## src/inc/pxbs_pkg.sv

```systemverilog
`default_nettype none
package pxbs_pkg;
    // ------------------------------------------------------------
    // configuration space layout
    // ------------------------------------------------------------
    localparam logic [7:0] PXBS_OFF_STATUS = 8'h84;
    localparam logic [7:0] PXBS_OFF_DN_SPLIT = 8'h8c;
    localparam logic [3:0] PXBS_CMD_CFG_WRITE = 4'hb;
    localparam logic [1:0] PXBS_TYPE0 = 2'h0;

    // ------------------------------------------------------------
    // status word field positions
    // ------------------------------------------------------------
    localparam int PXBS_FUNC_LSB = 0;
    localparam int PXBS_DEV_LSB = 3;
    localparam int PXBS_BUS_LSB = 8;
    localparam int PXBS_BIT_64B = 16;
    localparam int PXBS_BIT_133 = 17;
    localparam int PXBS_BIT_SCD = 18;
    localparam int PXBS_BIT_USC = 19;
    localparam int PXBS_BIT_SCO = 20;
    localparam int PXBS_BIT_SRD = 21;
    localparam int PXBS_LIMIT_LSB = 16;
    localparam int PXBS_ADDR_FUNC_LSB = 8;
    localparam int PXBS_ADDR_DEV_LSB = 11;

    // ------------------------------------------------------------
    // values after reset
    // ------------------------------------------------------------
    localparam logic [2:0] PXBS_FUNC_RST = 3'h0;
    localparam logic [4:0] PXBS_DEV_RST = 5'h1f;
    localparam logic PXBS_64B_RST = 1'b0;
    localparam logic PXBS_133_FWD = 1'b0;
    localparam logic PXBS_133_REV = 1'b1;
    localparam logic PXBS_SC_RO_RST = 1'b0;
    localparam logic [15:0] PXBS_LIMIT_RST = 16'h0010;
    localparam logic [15:0] PXBS_CAP_ADQ = 16'h0010;
    localparam logic [15:0] PXBS_LIMIT_UNBOUNDED = 16'hffff;

    // flag bank slots
    localparam int PXBS_NFLAGS = 2;
    localparam int PXBS_FLG_USC = 0;
    localparam int PXBS_FLG_SRD = 1;

    // strap capture sequence
    typedef enum logic [1:0] {
        PXBS_ST_SYNC,
        PXBS_ST_SETTLE,
        PXBS_ST_LATCH,
        PXBS_ST_RUN
    } pxbs_strap_t;
endpackage : pxbs_pkg
`default_nettype wire

```

## src/inc/pxbs_flag_if.sv

```systemverilog
`default_nettype none
// sticky write-one-to-clear flags shared between the register file and its bank
interface pxbs_flag_if #(parameter int unsigned N = 2);
    logic [N-1:0] set;
    logic [N-1:0] clr;
    logic [N-1:0] lock;
    logic [N-1:0] q;
    modport bank (input set, input clr, input lock, output q);
    modport user (output set, output clr, output lock, input q);
endinterface : pxbs_flag_if
`default_nettype wire

```

## src/hw/pxbs_status_reg.sv

```systemverilog
// Overview of operation
// RULE1: the function number field is read only and reads as zero after reset.
// RULE2: every write addressing the bridge loads the device number from address bits 15:11.
// RULE3: a write addresses the bridge only with write command, idsel, type-0 and matching function.
// RULE4: the bus number field reads the primary bus number held in the type-1 header.
// RULE5: the completer id for split completions is built from bus, device and function numbers.
// RULE6: the same identity is used whatever mix of conventional and PCI-X modes is running.
// RULE7: the 64-bit capability bit is read only and zero.
// RULE8: the 133 MHz capable bit is zero in forward mode and one in reverse mode.
// RULE9: split completion discarded and overrun bits are read only and zero.
// RULE10: a split completion carrying our own id sets a write-one-to-clear flag, locked in reverse.
// RULE11: a split request that would pass the commitment limit is held back and sets a sticky flag.
// RULE12: the downstream commitment limit is a writable 16-bit field resetting to 0010h.
// RULE13: bits 31:22 read as zero and ignore writes.
`default_nettype none
module pxbs_status_reg
    import pxbs_pkg::*;
(
    input wire logic core_clk,
    input wire logic rst_n,
    input wire logic reverse_strap,
    input wire logic cfg_req,
    input wire logic [3:0] cfg_cmd,
    input wire logic cfg_idsel,
    input wire logic [31:0] cfg_addr,
    input wire logic [3:0] cfg_byte_en,
    input wire logic [31:0] cfg_wdata,
    input wire logic [7:0] pri_bus_number,
    input wire logic sc_valid,
    input wire logic [15:0] sc_requester_id,
    input wire logic split_req_valid,
    input wire logic [15:0] split_req_adq,
    input wire logic [15:0] split_outstanding_adq,
    output logic cfg_ack,
    output logic [31:0] cfg_rdata,
    output logic [15:0] completer_id,
    output logic split_req_fwd,
    output logic split_req_held,
    output logic reverse_mode
);
    // ------------------------------------------------------------
    // helpers
    // ------------------------------------------------------------
    // bridge identity word, shared by completer id and requester id match
    function automatic logic [15:0] pxbs_id(input logic [7:0] bus, input logic [4:0] dev,
                                            input logic [2:0] fn);
        pxbs_id = {bus, dev, fn};
    endfunction : pxbs_id

    // ------------------------------------------------------------
    // strap capture
    // ------------------------------------------------------------
    logic strap_sync1_reg;
    logic strap_sync2_reg;
    logic reverse_reg;
    pxbs_strap_t strap_st_reg;

    // strap is a pin, so it is synchronised before anyone looks at it
    always_ff @(posedge core_clk or negedge rst_n) begin
        if (!rst_n) begin
            strap_sync1_reg <= 1'b0;
            strap_sync2_reg <= 1'b0;
        end else begin
            strap_sync1_reg <= reverse_strap;
            strap_sync2_reg <= strap_sync1_reg;
        end
    end

    // the mode is caught once after release and then frozen; the second
    // synchroniser stage only holds the pin from the second edge on, so wait two
    always_ff @(posedge core_clk or negedge rst_n) begin
        if (!rst_n) begin
            strap_st_reg <= PXBS_ST_SYNC;
            reverse_reg <= 1'b0;
        end else begin
            case (strap_st_reg)
                PXBS_ST_SYNC: begin
                    strap_st_reg <= PXBS_ST_SETTLE;
                end
                PXBS_ST_SETTLE: begin
                    strap_st_reg <= PXBS_ST_LATCH;
                end
                PXBS_ST_LATCH: begin
                    reverse_reg <= strap_sync2_reg;
                    strap_st_reg <= PXBS_ST_RUN;
                end
                PXBS_ST_RUN: begin
                    strap_st_reg <= PXBS_ST_RUN;
                end
                default: begin
                    strap_st_reg <= PXBS_ST_SYNC;
                end
            endcase
        end
    end

    // ------------------------------------------------------------
    // configuration decode
    // ------------------------------------------------------------
    logic [2:0] func_num_reg;
    logic [4:0] dev_num_reg;
    logic [15:0] dn_limit_reg;
    logic addressed;
    logic [7:0] reg_off;
    logic hit_status;
    logic hit_limit;
    logic cfg_rd;

    assign addressed = cfg_req && (cfg_cmd == PXBS_CMD_CFG_WRITE) && cfg_idsel // [RULE3]
        && (cfg_addr[1:0] == PXBS_TYPE0)
        && (cfg_addr[PXBS_ADDR_FUNC_LSB +: 3] == func_num_reg);
    assign reg_off = {cfg_addr[7:2], 2'b00};
    assign hit_status = addressed && (reg_off == PXBS_OFF_STATUS);
    assign hit_limit = addressed && (reg_off == PXBS_OFF_DN_SPLIT);
    assign cfg_rd = cfg_req && (cfg_cmd != PXBS_CMD_CFG_WRITE) && cfg_idsel
        && (cfg_addr[1:0] == PXBS_TYPE0)
        && (cfg_addr[PXBS_ADDR_FUNC_LSB +: 3] == func_num_reg);

    // function number is fixed for a single-function bridge
    always_ff @(posedge core_clk or negedge rst_n) begin
        if (!rst_n) begin
            func_num_reg <= PXBS_FUNC_RST; // [RULE1]
        end else begin
            func_num_reg <= PXBS_FUNC_RST; // [RULE1]
        end
    end

    // any write that reaches us, whatever register it targets, refreshes the device number
    always_ff @(posedge core_clk or negedge rst_n) begin
        if (!rst_n) begin
            dev_num_reg <= PXBS_DEV_RST;
        end else if (addressed) begin
            dev_num_reg <= cfg_addr[PXBS_ADDR_DEV_LSB +: 5]; // [RULE2]
        end
    end

    // downstream commitment limit, byte lanes 2 and 3
    always_ff @(posedge core_clk or negedge rst_n) begin
        if (!rst_n) begin
            dn_limit_reg <= PXBS_LIMIT_RST; // [RULE12]
        end else if (hit_limit) begin
            if (cfg_byte_en[2]) begin
                dn_limit_reg[7:0] <= cfg_wdata[PXBS_LIMIT_LSB +: 8]; // [RULE12]
            end
            if (cfg_byte_en[3]) begin
                dn_limit_reg[15:8] <= cfg_wdata[PXBS_LIMIT_LSB + 8 +: 8]; // [RULE12]
            end
        end
    end

    // ------------------------------------------------------------
    // sticky split flags
    // ------------------------------------------------------------
    pxbs_flag_if #(.N(PXBS_NFLAGS)) flags ();
    logic [15:0] own_id;
    logic would_exceed;
    logic [16:0] commit_sum;
    logic w1c_lane;

    assign own_id = pxbs_id(pri_bus_number, dev_num_reg, func_num_reg); // [RULE6]
    assign w1c_lane = hit_status && cfg_byte_en[2];
    // 17 bits so the sum cannot wrap past the limit; all ones means no limit at all
    assign commit_sum = {1'b0, split_outstanding_adq} + {1'b0, split_req_adq};
    assign would_exceed = (dn_limit_reg != PXBS_LIMIT_UNBOUNDED) // [RULE11]
        && (commit_sum > {1'b0, dn_limit_reg});

    assign flags.set[PXBS_FLG_USC] = sc_valid && (sc_requester_id == own_id); // [RULE10]
    assign flags.clr[PXBS_FLG_USC] = w1c_lane && cfg_wdata[PXBS_BIT_USC]; // [RULE10]
    assign flags.lock[PXBS_FLG_USC] = reverse_reg; // [RULE10]
    assign flags.set[PXBS_FLG_SRD] = split_req_valid && would_exceed; // [RULE11]
    assign flags.clr[PXBS_FLG_SRD] = w1c_lane && cfg_wdata[PXBS_BIT_SRD]; // [RULE11]
    assign flags.lock[PXBS_FLG_SRD] = 1'b0;

    pxbs_w1c_bank #(.N(PXBS_NFLAGS)) u_flags (
        .core_clk(core_clk),
        .rst_n(rst_n),
        .flg(flags)
    );

    // ------------------------------------------------------------
    // split request gate
    // ------------------------------------------------------------
    // the verdict is a registered pulse; the request source waits one cycle for it
    always_ff @(posedge core_clk or negedge rst_n) begin
        if (!rst_n) begin
            split_req_fwd <= 1'b0;
            split_req_held <= 1'b0;
        end else begin
            split_req_fwd <= split_req_valid && !would_exceed;
            split_req_held <= split_req_valid && would_exceed; // [RULE11]
        end
    end

    // ------------------------------------------------------------
    // identity outputs
    // ------------------------------------------------------------
    // one identity for every mode pairing, so no per-interface copy is kept
    always_ff @(posedge core_clk or negedge rst_n) begin
        if (!rst_n) begin
            completer_id <= pxbs_id(8'h00, PXBS_DEV_RST, PXBS_FUNC_RST);
        end else begin
            completer_id <= own_id; // [RULE5]
        end
    end

    always_ff @(posedge core_clk or negedge rst_n) begin
        if (!rst_n) begin
            reverse_mode <= 1'b0;
        end else begin
            reverse_mode <= reverse_reg;
        end
    end

    // ------------------------------------------------------------
    // read data
    // ------------------------------------------------------------
    logic [31:0] status_word;
    logic [31:0] limit_word;
    logic cap133;

    // before the strap settles the forward value shows
    assign cap133 = reverse_reg ? PXBS_133_REV : PXBS_133_FWD; // [RULE8]

    always_comb begin
        status_word = 32'h0000_0000; // [RULE13]
        status_word[PXBS_FUNC_LSB +: 3] = func_num_reg; // [RULE1]
        status_word[PXBS_DEV_LSB +: 5] = dev_num_reg;
        status_word[PXBS_BUS_LSB +: 8] = pri_bus_number; // [RULE4]
        status_word[PXBS_BIT_64B] = PXBS_64B_RST; // [RULE7]
        status_word[PXBS_BIT_133] = cap133; // [RULE8]
        status_word[PXBS_BIT_SCD] = PXBS_SC_RO_RST; // [RULE9]
        status_word[PXBS_BIT_USC] = flags.q[PXBS_FLG_USC];
        status_word[PXBS_BIT_SCO] = PXBS_SC_RO_RST; // [RULE9]
        status_word[PXBS_BIT_SRD] = flags.q[PXBS_FLG_SRD];
    end

    always_comb begin
        limit_word = {dn_limit_reg, PXBS_CAP_ADQ};
    end

    // one-cycle answer to every access that reaches the bridge; other offsets read zero
    always_ff @(posedge core_clk or negedge rst_n) begin
        if (!rst_n) begin
            cfg_ack <= 1'b0;
            cfg_rdata <= 32'h0000_0000;
        end else begin
            cfg_ack <= addressed || cfg_rd;
            if (cfg_rd && (reg_off == PXBS_OFF_STATUS)) begin
                cfg_rdata <= status_word;
            end else if (cfg_rd && (reg_off == PXBS_OFF_DN_SPLIT)) begin
                cfg_rdata <= limit_word;
            end else begin
                cfg_rdata <= 32'h0000_0000;
            end
        end
    end
endmodule : pxbs_status_reg
`default_nettype wire

```

## src/hw/pxbs_w1c_bank.sv

```systemverilog
`default_nettype none
module pxbs_w1c_bank #(
    parameter int unsigned N = 2
) (
    input wire logic core_clk,
    input wire logic rst_n,
    pxbs_flag_if.bank flg
);
    // ------------------------------------------------------------
    // one sticky cell per flag
    // ------------------------------------------------------------
    genvar i;
    generate
        for (i = 0; i < N; i++) begin : g_cell
            // set beats clear so an event in the clearing cycle survives
            always_ff @(posedge core_clk or negedge rst_n) begin
                if (!rst_n) begin
                    flg.q[i] <= 1'b0;
                end else if (flg.set[i]) begin
                    flg.q[i] <= 1'b1;
                end else if (flg.clr[i] && !flg.lock[i]) begin
                    flg.q[i] <= 1'b0;
                end
            end
        end
    endgenerate
endmodule : pxbs_w1c_bank
`default_nettype wire

```

## config.mk

```make
export PLATFORM = sky130hd
export DESIGN_NAME = pxbs_status_reg
export DESIGN_NICKNAME = d
export VERILOG_FILES = /design/src/inc/pxbs_pkg.sv /design/src/inc/pxbs_flag_if.sv /design/src/hw/pxbs_status_reg.sv /design/src/hw/pxbs_w1c_bank.sv
export SDC_FILE = /design/constraint.sdc
export NUM_CORES = 1
export LEC_CHECK = 0
export BUFFER_PORTS_ARGS = -buffer_cell sky130_fd_sc_hd__buf_2
export CAP_MARGIN = 20
export CORE_MARGIN = 5
export CORE_UTILIZATION = 42
export DETAILED_ROUTE_END_ITERATION = 10
export MAX_ROUTING_LAYER = met4
export PLACE_DENSITY_LB_ADDON = 0.2
export SLEW_MARGIN = 20
export SYNTH_ARGS = -nofsm -noshare
export SYNTH_HDL_FRONTEND = slang
export SYNTH_SLANG_ARGS = --single-unit
```

## constraint.sdc

```tcl
create_clock -name core_clk -period 2.1 [get_ports core_clk]
set_input_delay 0.315 -clock core_clk [delete_from_list [all_inputs] [get_ports core_clk]]
set_output_delay 0.315 -clock core_clk [all_outputs]
set_load 0.005 [all_outputs]
```

### Word-level counts from Yosys, hierarchy flattened

Index checks and enable logic that the tools add are counted.
Widths: inputs -> output; s select.

| word-level totals | value |
|---|---|
| register bits after elaboration | 77 |
| input bits | 135 |
| output and inout port bits | 52 |
| logic and storage cells | 65 |

| cells by class | value |
|---|---|
| $add $sub $neg | 1 |
| magnitude comparators | 1 |
| equal/unequal tests | 9 |
| multiplexer cells | 8 |
| reduce and logical (&&, ||, !) cells | 31 |

Operators by type and width:

| cell | count |
|---|---|
| $mux 32 | 2 |
| $logic_and 1x1->1 | 20 |
| $add 16x16->17 | 1 |
| $gt 17x16->1 | 1 |
| $eq 16x16->1 | 1 |
| $ne 16x16->1 const B | 1 |
| $eq 6x6->1 const B | 2 |
| $pmux 2 s3 | 1 |
| $mux 1 | 5 |
| $eq 2x2->1 const B | 2 |
| $eq 4x4->1 const B | 1 |
| $logic_not 2->1 | 2 |
| $ne 4x4->1 const B | 1 |
| $reduce_and 2->1 | 2 |
| $reduce_bool 2->1 | 2 |
| $logic_not 3->1 | 1 |
| $eq 2x1->1 const B | 1 |
| $logic_not 1->1 | 2 |
| $reduce_or 2->1 | 1 |
| $logic_or 1x1->1 | 1 |

### Depth between registers and ports, before layout

Gate-level depths: netlist of run 1.

| depth | value |
|---|---|
| word-level depth | 11 |
| gate-level depth with buffers | 16 |
| mapped depth without buffers | 16 |

### Cells and area by module

From an unflattened synthesis of run 1, not the netlist that was laid out.

| second synthesis, totals | value |
|---|---|
| cell total of the unflattened synthesis | 345 |
| area, all modules | 3,872.5 um2 |

Modules (own cells, without submodules):

| module | times used | cells each | area an instance (um2) | sequential area each (um2) |
|---|---|---|---|---|
| pxbs_status_reg | 1 | 339 | 3,794.9 | 1,815.5 |
| pxbs_w1c_bank | 1 | 6 | 77.6 | 50.0 |

### Worst setup path after synthesis of run 1

No wires, ideal clock.

| timing path | value |
|---|---|
| path type | input -> register |
| start | input port split_req_adq[0] |
| end | register u_flags.flg.q[1] |
| setup time | 0.129 ns |
| arrival | 3.150 ns |
| data required time | 1.971 ns |
| slack | -1.179 ns |
| stages on the path | 15 |
| buffers on the path | 0 |
| cell sequence | ha_1 > inv_1 > fa_1 > nand2b_1 > a211oi_1 > o21ai_0 > nor2_1 > nor2_1 > xnor2_1 > ha_1 > nand4_1 > or4_1 > o21ai_0 > o32a_1 > o21ai_0 |

| on the way | value |
|---|---|
| longest elaborated chain between the ends | 5 |
| elaborated cells on any way between the ends | 6 |
| classes of those cells | 1 x add/sub; 1 x order compare; 1 x mux; 3 x reduce/logical |

RTL lines:

| element | RTL line | source |
|---|---|---|
| from (decl) | pxbs_status_reg.sv:32 | `input wire logic [15:0] split_req_adq,` |
| $add 16x16->17 * | pxbs_status_reg.sv:163 | `assign commit_sum = {1'b0, split_outstanding_adq} + {1'b0, split_req_adq};` |
| $gt 17x16->1 * | pxbs_status_reg.sv:165 | `&& (commit_sum > {1'b0, dn_limit_reg});` |
| $logic_and 1x1->1 * | pxbs_status_reg.sv:165 |  |
| $logic_and 1x1->1 * | pxbs_status_reg.sv:170 | `assign flags.set[PXBS_FLG_SRD] = split_req_valid && would_exceed;` |
| $mux 1 / $reduce_bool 2->1 (equally long branches) | n/a |  |
| to (signal, indexed assignment) | pxbs_w1c_bank.sv:18 | `flg.q[i] <= 1'b0;` |
| to (signal, indexed assignment) | pxbs_w1c_bank.sv:20 | `flg.q[i] <= 1'b1;` |
| to (signal, indexed assignment) | pxbs_w1c_bank.sv:22 | `flg.q[i] <= 1'b0;` |
| to (decl) | pxbs_flag_if.sv:8 | `modport bank (input set, input clr, input lock, output q);` |

Mark *: on every way between the ends. The rest lies on a longest branch, timed or not.
A chain may end at the register's enable or synchronous reset.

### Worst setup path in the final report of run 1

| timing path | value |
|---|---|
| start | input port split_outstanding_adq[0] |
| end | register split_req_fwd |

| on the way | value |
|---|---|
| longest elaborated chain between the ends | 5 |

RTL lines:

| element | RTL line | source |
|---|---|---|
| from (decl) | pxbs_status_reg.sv:33 | `input wire logic [15:0] split_outstanding_adq,` |
| $add 16x16->17 | pxbs_status_reg.sv:163 |  |
| $gt 17x16->1 | pxbs_status_reg.sv:165 |  |
| $logic_and 1x1->1 | pxbs_status_reg.sv:165 |  |
| $logic_not 1->1 | pxbs_status_reg.sv:189 | `split_req_fwd <= split_req_valid && !would_exceed;` |
| $logic_and 1x1->1 | pxbs_status_reg.sv:189 |  |
| to (signal assigned) | pxbs_status_reg.sv:189 |  |
| to (decl) | pxbs_status_reg.sv:37 | `output logic split_req_fwd,` |

Every way passes these cells.

==> results of run 1 <==
-- critical path, cell delays in order --
cell and delay [ns]:
buf_6 0.08, ha_4 0.12, inv_2 0.03, fa_2 0.33, nand2b_4 0.16, a211oi_4 0.31, o21ai_2 0.10, nor2_2 0.13
buf_4 0.12, nor2_2 0.04, xnor2_1 0.11, ha_1 0.31, nand4_1 0.18, or4_1 0.45, o21ai_1 0.15, o32a_1 0.22
and2_1 0.14
-- cells by family (layout without fill, tap and decap cells) --
| family | after synthesis | in the layout | share of synthesized area, % |
|---|---|---|---|
| other cells | 1 | 7 | 0.0961 |
| simple gates | 111 | 111 | 16.4 |
| mux | 15 | 15 | 4.33 |
| compound gates | 65 | 65 | 10.4 |
| xor+xnor | 25 | 25 | 5.61 |
| buf+inv | 39 | 233 | 4.62 |
| flops | 74 | 74 | 47.8 |
| fa+ha+maj | 33 | 33 | 10.8 |
-- Yosys cell counts, types with 11 or more instances --
master	instances	share of area (%)
a21oi_1	17	2.2
nor3_1	15	1.9
nand2_1	19	1.8
dfstp_2	11	7.4
xnor2_1	12	2.7
xor2_1	13	2.9
mux2_2	15	4.3
ha_1	32	10
and2_1	14	2.2
inv_1	26	2.5
nor2_1	13	1.3
o21ai_0	21	2.7
dfrtp_1	63	40
-- final cells by class --
type                    count  area share [%]
diodes                      1          0.0465
clock buffers              10            2.56
clock inverters             6            1.23
inverters                  26            1.81
multi-input cells         255            36.5
flip-flops and latches     74            34.7
well taps                 111            2.58
repair buffers            191            20.6
-- per-layer routing --
| layer | up-vias | share of wire, % | global-route usage, % |
|---|---|---|---|
| li1 | 1654 | - | - |
| met1 | 1583 | 45 | 23.7 |
| met2 | 95 | 48 | 30.4 |
| met3 | 24 | 4.9 | 4.74 |
| met4 | 0 | 2.9 | 7.22 |
| met5 | - | 0 | - |
-- repair_timing --
item	in CTS	in global routing
setup buffers	4	1
resized for setup	10	5
endpoints found under the setup margin	3	3
pin swaps	14	6
endpoints found under the hold margin	39	0
hold buffers	1	0
cloned	0	0
-- stage by stage --
step | total power [mW] | instance area [sq um]
final | 3.26 | 5380
after global routing | 3.45 | 5380
after CTS | 3.28 | 5350
after detailed placement | 2.15 | 5060
after global placement | 2.13 | 5060
after floorplan | 1.84 | 3950
-- report_power, final --
group,internal (mW),switching (mW)
combinational,0.366,0.340
sequential,1.45,0.00974
clock,0.580,0.521
-- path summary, 6_finish.rpt --
check	to
worst min register to register	strap_sync2_reg
min in group asynchronous	cfg_rdata[10]
max in group asynchronous	dn_limit_reg[4]
worst max register to register	split_req_fwd
worst max-delay path	split_req_fwd
worst min-delay path	strap_sync1_reg
==> flow_metrics.tcl, run 1 <==
set metrics [dict create \
    clockRootBuffer "clkbuf_8" \
    fin_ws_ns -0.910 \
    r2r_setup_slack_ns -0.06 \
    startpoint "split_outstanding_adq[0]" \
    clock-sinks 74 \
    grt_max_degree 48 \
    overflow 0 \
    slew-limit-headroom_pct 59.9 \
    die_y_um 106 \
    dp_hpwl_um 8300 \
    fmaxAchievable_ghz 0.332 \
    cts_max_path_buffers 2 \
    drive_gt1_share_pct 45.2 \
    pre_cts_ws_ns -1.42 \
    n_fill_cell 813 \
    vdd_ir_drop_max_uv 331 \
    min_from "reverse_strap" \
    clock_latency_ns 0.35 \
    power_density_nw_per_um2 607 \
    rows 35 \
    syn_inst 363 \
    skew_ns 0.00687 \
    cts_buffers 9 \
    place_congestion 0.866 \
    vias 3356 \
    area_delta_synth_final_pct 37.9 \
    syn_area_per_cell_sq_um 10.8 \
    ys_warn_count 0 \
    wire_per_inst_um 15.1 \
    track_usage_pct 19.1 \
    die_w_um 106 \
    async_reset_ff_share_pct 100 \
    r2r_cells 8 \
    multi_input_area_sq_um 1960 \
    antenna_found_initial 1 \
    ys_seq_elements 74 \
    hold_path_depth 1 \
    crit_path_max_fanout 3 \
    grt_pass1_vias 3475 \
    initial_core_util_pct 42.6 \
    layout.nets 725 \
    drt_iter0_markers 169 \
    cp.required_ns 2.39 \
    violations "setup timing" \
    period_share_pct 143 \
    finalMaxSlewViolations 0 \
    synth_edf_count 0 \
    htree_levels 3 \
    viasPerCell 4.98 \
    critical_path_arrival_ns 3.30 \
    cts_tree "built" \
    hold_class "input port to flip-flop" \
    layout_commonest_cell "buf_2" \
    hold_violations 0 \
    core_area_sq_um 9150 \
    io_buffers 146 \
    hold_slack_ns 0.0642 \
    finalSetupTns_ns -2.71 \
    ant_nets 0 \
    setup_violations 3 \
    final_cells 674 \
    synth_flop_cell "dfrtp_1" \
    critPathCaptureType "flip-flop" \
    clkTransAtPathRegs_ns 0.08 \
    tightest_slew_ns 0.602 \
    drt_pass1_iterations 4 \
    drcViolationCount 0 \
    path_class "input port to flip-flop" \
    leakage_nw 2.80 \
    ios 187 \
    cap_violations 0 \
    status "finished, violations left" \
    dp.cells 651 \
    cp-start-kind "input port" \
    rsz0062_at_grt "true" \
    fin_util_pct 58.8 \
    dieArea_sq_um 11300 \
    final_cell_mix "buf_2, dfrtp_1, buf_4" \
    ys_seq_area_share_pct 47.8 \
    grt_pass1_wl_um 16600 \
    worstReg2RegStart "dn_limit_reg[4]" \
    synthesis.area_sq_um 3900 \
    fin_crit_ns 3.01 \
    routed_wl_um 10200 \
    synth_cell_types 48 \
    largest_reg_flops 29 \
    regArea_sq_um 1870 \
]
(Power assumes the default switching activity.)
==> run 2, diff against run 1 <==
PLACE_DENSITY = 0.76   (was not set)
PLACE_DENSITY_LB_ADDON = not set   (was 0.2)
==> run 2 against run 1 <==
The flow still finishes with violations (setup timing). Die area stayed put. Clock skew is 0.0018 ns higher. Combinational power is 9.2% higher. First-iteration DRC count is 28% lower. Maximum frequency is 1.5% higher. Sequential share of layout area is 0.68 points lower. Final area is 2.0% higher. Setup slack better by 0.044 ns. Cell count is 2.1% higher. Critical endpoint unchanged.
==> flow_metrics.tcl, run 2 (synthesized netlist as in run 1, its figures left out) <==
set metrics [dict create \
    status "finished, violations left" \
    violations "setup timing" \
    grt_max_degree 75 \
    drive_gt1_share_pct 47.5 \
    initial_core_util_pct 42.6 \
    hold_class "input port to flip-flop" \
    clock_latency_ns 0.34 \
    cp-start-kind "input port" \
    cts_buffers 9 \
    die_y_um 106 \
    vdd_ir_drop_max_uv 293 \
    hold_violations 0 \
    place_congestion 0.986 \
    layout_commonest_cell "buf_2" \
    final_cell_mix "buf_2, dfrtp_1, buf_4" \
    ant_nets 0 \
    dp.cells 660 \
    fin_util_pct 60.0 \
    fin_ws_ns -0.866 \
    htree_levels 3 \
    hold_slack_ns 0.0827 \
    clockRootBuffer "clkbuf_8" \
    drt_iter0_markers 121 \
    r2r_cells 8 \
    grt_pass1_vias 3560 \
    leakage_nw 2.85 \
    track_usage_pct 18.6 \
    fmaxAchievable_ghz 0.337 \
    rsz0062_at_grt "true" \
    cts_max_path_buffers 2 \
    largest_reg_flops 29 \
    wire_per_inst_um 15.3 \
    slew-limit-headroom_pct 66.8 \
    antenna_found_initial 0 \
    drcViolationCount 0 \
    antenna_cells 0 \
    critPathCaptureType "flip-flop" \
    skew_ns 0.00863 \
    area_delta_synth_final_pct 40.7 \
    overflow 0 \
    power_density_nw_per_um2 584 \
    dp_hpwl_um 8510 \
    dieArea_sq_um 11300 \
    setup_violations 3 \
    fin_crit_ns 2.97 \
    die_w_um 106 \
    clock-sinks 74 \
    period_share_pct 141 \
    cap_violations 0 \
    tightest_slew_ns 0.491 \
    grt_pass1_wl_um 16300 \
    io_buffers 146 \
    core_area_sq_um 9150 \
    ios 187 \
    drt_pass1_iterations 4 \
    cp.required_ns 2.38 \
    crit_path_max_fanout 3 \
    clkTransAtPathRegs_ns 0.07 \
    vias 3459 \
    layout.nets 740 \
    finalMaxSlewViolations 0 \
    routed_wl_um 10500 \
    viasPerCell 5.03 \
    path_class "input port to flip-flop" \
    critical_path_arrival_ns 3.25 \
    rows 35 \
    final_cells 688 \
    hold_path_depth 1 \
    cts_tree "built" \
]
-- run 2: cell count changes in the layout (fill, tap and decap cells not counted), sizes merged --
cell,previous run,this run
bufinv,1,0
diode,1,0
clkinv,2,0
inv,26,27
clkinvlp,3,4
buf,190,205
clkbuf,10,11
-- run 2: final timing paths --
kind / startpoint / endpoint / slack, ns
max: split_outstanding_adq[0] / split_req_fwd / -0.87
min: reverse_strap / strap_sync1_reg / 0.08
max reg2reg: dn_limit_reg[4] / split_req_fwd / -0.04
min reg2reg: strap_sync1_reg / strap_sync2_reg / 0.35
max in group asynchronous: rst_n / completer_id[5] / 1.22
min in group asynchronous: rst_n / cfg_rdata[12] / 0.53
-- run 2: worst max-delay path, cell delays in order --
cell and delay, ns:
buf_6 0.07, ha_4 0.13, inv_2 0.04, fa_2 0.33, nand2b_4 0.16, a211oi_4 0.23
o21ai_2 0.10, nor2_2 0.14, buf_4 0.12, nor2_2 0.03, xnor2_1 0.12, ha_1 0.31
nand4_1 0.16, or4_1 0.46, o21ai_1 0.16, o32a_1 0.21, and2_1 0.13
-- run 2: final cells by class --
cell class | instances | area, sq um
Clock buffer | 11 | 141
Inverter | 26 | 97.6
Tap cell | 111 | 139
Multi-Input combinational cell | 255 | 2000
Sequential cell | 74 | 1870
Timing Repair Buffer | 206 | 1210
Clock inverter | 5 | 38.8
Fill cell | 748 | 3660
-- run 2: metal layers --
metal | vias up | track usage [%] | wire length (um)
met5 | - | - | 0
met4 | 0 | 5.83 | 198
met3 | 20 | 3.10 | 703
met2 | 138 | 33.3 | 5390
met1 | 1622 | 21.2 | 4230
li1 | 1679 | - | -
-- run 2: what timing repair did --
action	CTS	global route
pin swaps	14	11
gates cloned	0	0
hold buffers	1	0
setup buffers	6	5
endpoints found under the hold margin	31	0
endpoints found under the setup margin	3	3
resized for setup	9	12
-- run 2: per-stage QoR --
stage	TNS (ns)	setup WS (ns)	area, sq um	power, mW
finish	-2.57	-0.866	5490	3.21
global route	-2.94	-0.996	5490	3.35
CTS	-2.33	-0.785	5390	3.18
detailed placement	-3.97	-1.33	5110	2.17
global placement	-3.72	-1.25	5110	2.14
floorplan	-2.85	-0.956	3950	1.84
-- run 2: report_power, final --
| part | leakage (nW) | internal [mW] | total, mW | switching, mW |
|---|---|---|---|---|
| clock network | 0.0782 | 0.465 | 0.978 | 0.514 |
| logic | 1.86 | 0.409 | 0.770 | 0.361 |
| registers | 0.917 | 1.45 | 1.46 | 0.00891 |
==> run 3, diff against run 2 <==
SYNTH_HIERARCHICAL = 1   (was not set)
==> run 3 against run 2 <==
The flow still finishes with violations (setup timing). Flip-flop and latch count stayed put. Cell count down 3.6%. Final area decreased by 0.91%. Sequential power hardly changed. Synthesized cell count shrank 5.0%. Total power grew 9.9%. Sequential share of layout area grew 0.31 points. Synthesized area decreased by 0.77%. Critical endpoint is now u_flags/flg.q[1].
==> flow_metrics.tcl, run 3 <==
set metrics [dict create \
    hold_violations 0 \
    multi_input_area_sq_um 1950 \
    final_cell_mix "buf_2, dfrtp_1, buf_4" \
    ys_seq_elements 74 \
    finalSetupTns_ns -3.17 \
    syn_area_per_cell_sq_um 11.2 \
    layout.nets 715 \
    power_density_nw_per_um2 647 \
    drive_gt1_share_pct 48.0 \
    async_reset_ff_share_pct 100 \
    setup_violations 3 \
    antenna_found_initial 0 \
    power_mw 3.52 \
    period_share_pct 153 \
    dieArea_sq_um 11200 \
    path_class "input port to flip-flop" \
    cp-start-kind "input port" \
    n_fill_cell 771 \
    die_y_um 106 \
    crit_path_max_fanout 2 \
    routed_wl_um 10100 \
    fmaxAchievable_ghz 0.312 \
    clkTransAtPathRegs_ns 0.07 \
    ios 187 \
    grt_pass1_vias 3430 \
    initial_core_util_pct 42.5 \
    yosysMostFrequentCell "dfrtp_1" \
    cp.required_ns 2.32 \
    drt_iter0_markers 141 \
    io_buffers 146 \
    hold_class "input port to flip-flop" \
    layout_commonest_cell "buf_2" \
    fin_ws_ns -1.11 \
    fin_crit_ns 3.21 \
    grt_max_degree 43 \
    track_usage_pct 18.8 \
    yosysTopAreaCell "dfrtp_1" \
    overflow 0 \
    clock_latency_ns 0.33 \
    cts_tree "built" \
    synth_cell_types 53 \
    core_area_sq_um 9110 \
    cap_violations 0 \
    vias 3289 \
    violations "setup timing" \
    leakage_nw 2.79 \
    ys_seq_area_share_pct 48.2 \
    cts_buffers 9 \
    viasPerCell 4.96 \
    rsz0062_at_grt "true" \
    regArea_sq_um 1870 \
    rows 35 \
    ant_nets 0 \
    yosys.area.top_type_share_pct 40.7 \
    largest_reg_flops 29 \
    clock-sinks 74 \
    synth.top_cells.by_count "dfrtp_1, ha_1, inv_1" \
    htree_levels 3 \
    synth_flop_cell "dfrtp_1" \
    finalMaxSlewViolations 0 \
    grt_pass1_wl_um 16500 \
    yosys-top-cells-area "dfrtp_1, ha_1, dfstp_2, mux2_2, xnor2_1" \
    place_congestion 0.918 \
    drcViolationCount 0 \
    wire_per_inst_um 15.2 \
    area_delta_synth_final_pct 40.5 \
    cts_max_path_buffers 2 \
    critical_path_arrival_ns 3.43 \
    clockRootBuffer "clkbuf_8" \
    syn_inst 345 \
    synthesis.area_sq_um 3870 \
    drt_pass1_iterations 4 \
    dp_hpwl_um 8220 \
    status "finished, violations left" \
    critPathCaptureType "flip-flop" \
    die_w_um 106 \
    ys_warn_count 6 \
    synth_edf_count 0 \
    skew_ns 0.00347 \
    antenna_cells 0 \
    vdd_ir_drop_max_uv 367 \
]
## run 3: cell types whose count changed after synthesis, sizes merged, moves of 4 or more
cell / delta
o21ai: -9
mux2: +7
nor2: -6
xnor2: +5
xor2: -5
nand2: -4
## run 3: metal layers
metal / vias up / global-route usage [%] / share of wire, %
li1: 1612 / - / -
met1: 1564 / 23.6 / 44
met2: 101 / 31.8 / 50
met3: 12 / 2.98 / 4.7
met4: 0 / 5.09 / 1.3
met5: - / - / 0
## run 3: what timing repair did
| action | 4_1_cts | 5_1_grt |
|---|---|---|
| pin swaps | 10 | 4 |
| hold buffers | 1 | 0 |
| hold endpoints to repair | 22 | 0 |
| resized for setup | 6 | 7 |
| setup buffers | 3 | 4 |
| endpoints found under the setup margin | 3 | 3 |
## run 3: cell families (layout without fill, tap and decap cells)
group | Yosys count | count (layout) | share of synthesized area [%]
DFF | 74 | 74 | 48.2
other | 1 | 7 | 0.0968
buffers and inverters | 36 | 237 | 4.10
muxes | 23 | 23 | 6.66
adders and majority gates | 33 | 33 | 10.9
AOI/OAI and AO/OA | 62 | 62 | 10.4
xor gates and xnor gates | 25 | 25 | 5.65
and+or+nand+nor | 91 | 91 | 14.0
## run 3: area by class of cell
class,instances,area share (%)
Clock buffer,11,2.42
Clock inverter,5,1.89
Inverter,24,1.66
Multi-Input combinational cell,241,35.9
Sequential cell,74,34.3
Tap cell,111,2.55
Timing Repair Buffer,197,21.3
## run 3: worst max-delay path: stages
cell	delay [ns]
buf_6	0.07
ha_4	0.12
inv_2	0.03
fa_2	0.36
nor2b_4	0.15
o31ai_4	0.09
a21oi_2	0.17
a31oi_2	0.13
mux2i_1	0.16
a211oi_2	0.21
ha_1	0.29
a21o_1	0.18
a211o_1	0.26
a221o_1	0.26
o21ai_1	0.13
o211ai_1	0.13
and3_1	0.20
a21o_1	0.15
## run 3: metrics by stage
stage,utilization (%),worst slack [ns],hold slack (ns),std cells,instance area (sq um)
after floorplan,-,-1.16,0.0194,351,3940
after global placement,55.9,-1.38,0.268,639,5090
after detailed placement,55.9,-1.63,0.280,639,5090
after CTS,59.2,-1.08,0.0803,659,5390
after global routing,59.7,-1.25,0.0739,663,5440
final,59.7,-1.11,0.0928,663,5440
## run 3: final timing paths
| kind | cells after the start | slack, ns | endpoint | startpoint |
|---|---|---|---|---|
| setup / recovery | 18 | -1.11 | u_flags/flg.q[1] | split_req_adq[0] |
| hold / removal | 1 | 0.09 | strap_sync1_reg | reverse_strap |
| setup reg to reg | 9 | -0.11 | u_flags/flg.q[1] | dn_limit_reg[4] |
| hold reg to reg | 0 | 0.36 | strap_sync2_reg | strap_sync1_reg |
| max in group asynchronous | 3 | 1.01 | dn_limit_reg[4] | rst_n |
| min in group asynchronous | 2 | 0.47 | reverse_mode | rst_n |
## run 3: where the power goes
group | internal, mW | switching [mW] | leakage [nW] | total (mW)
registers | 1.45 | 0.00956 | 0.948 | 1.46
clock network | 0.789 | 0.500 | 0.114 | 1.29
logic | 0.410 | 0.364 | 1.73 | 0.774
total | 2.65 | 0.874 | 2.79 | 3.52
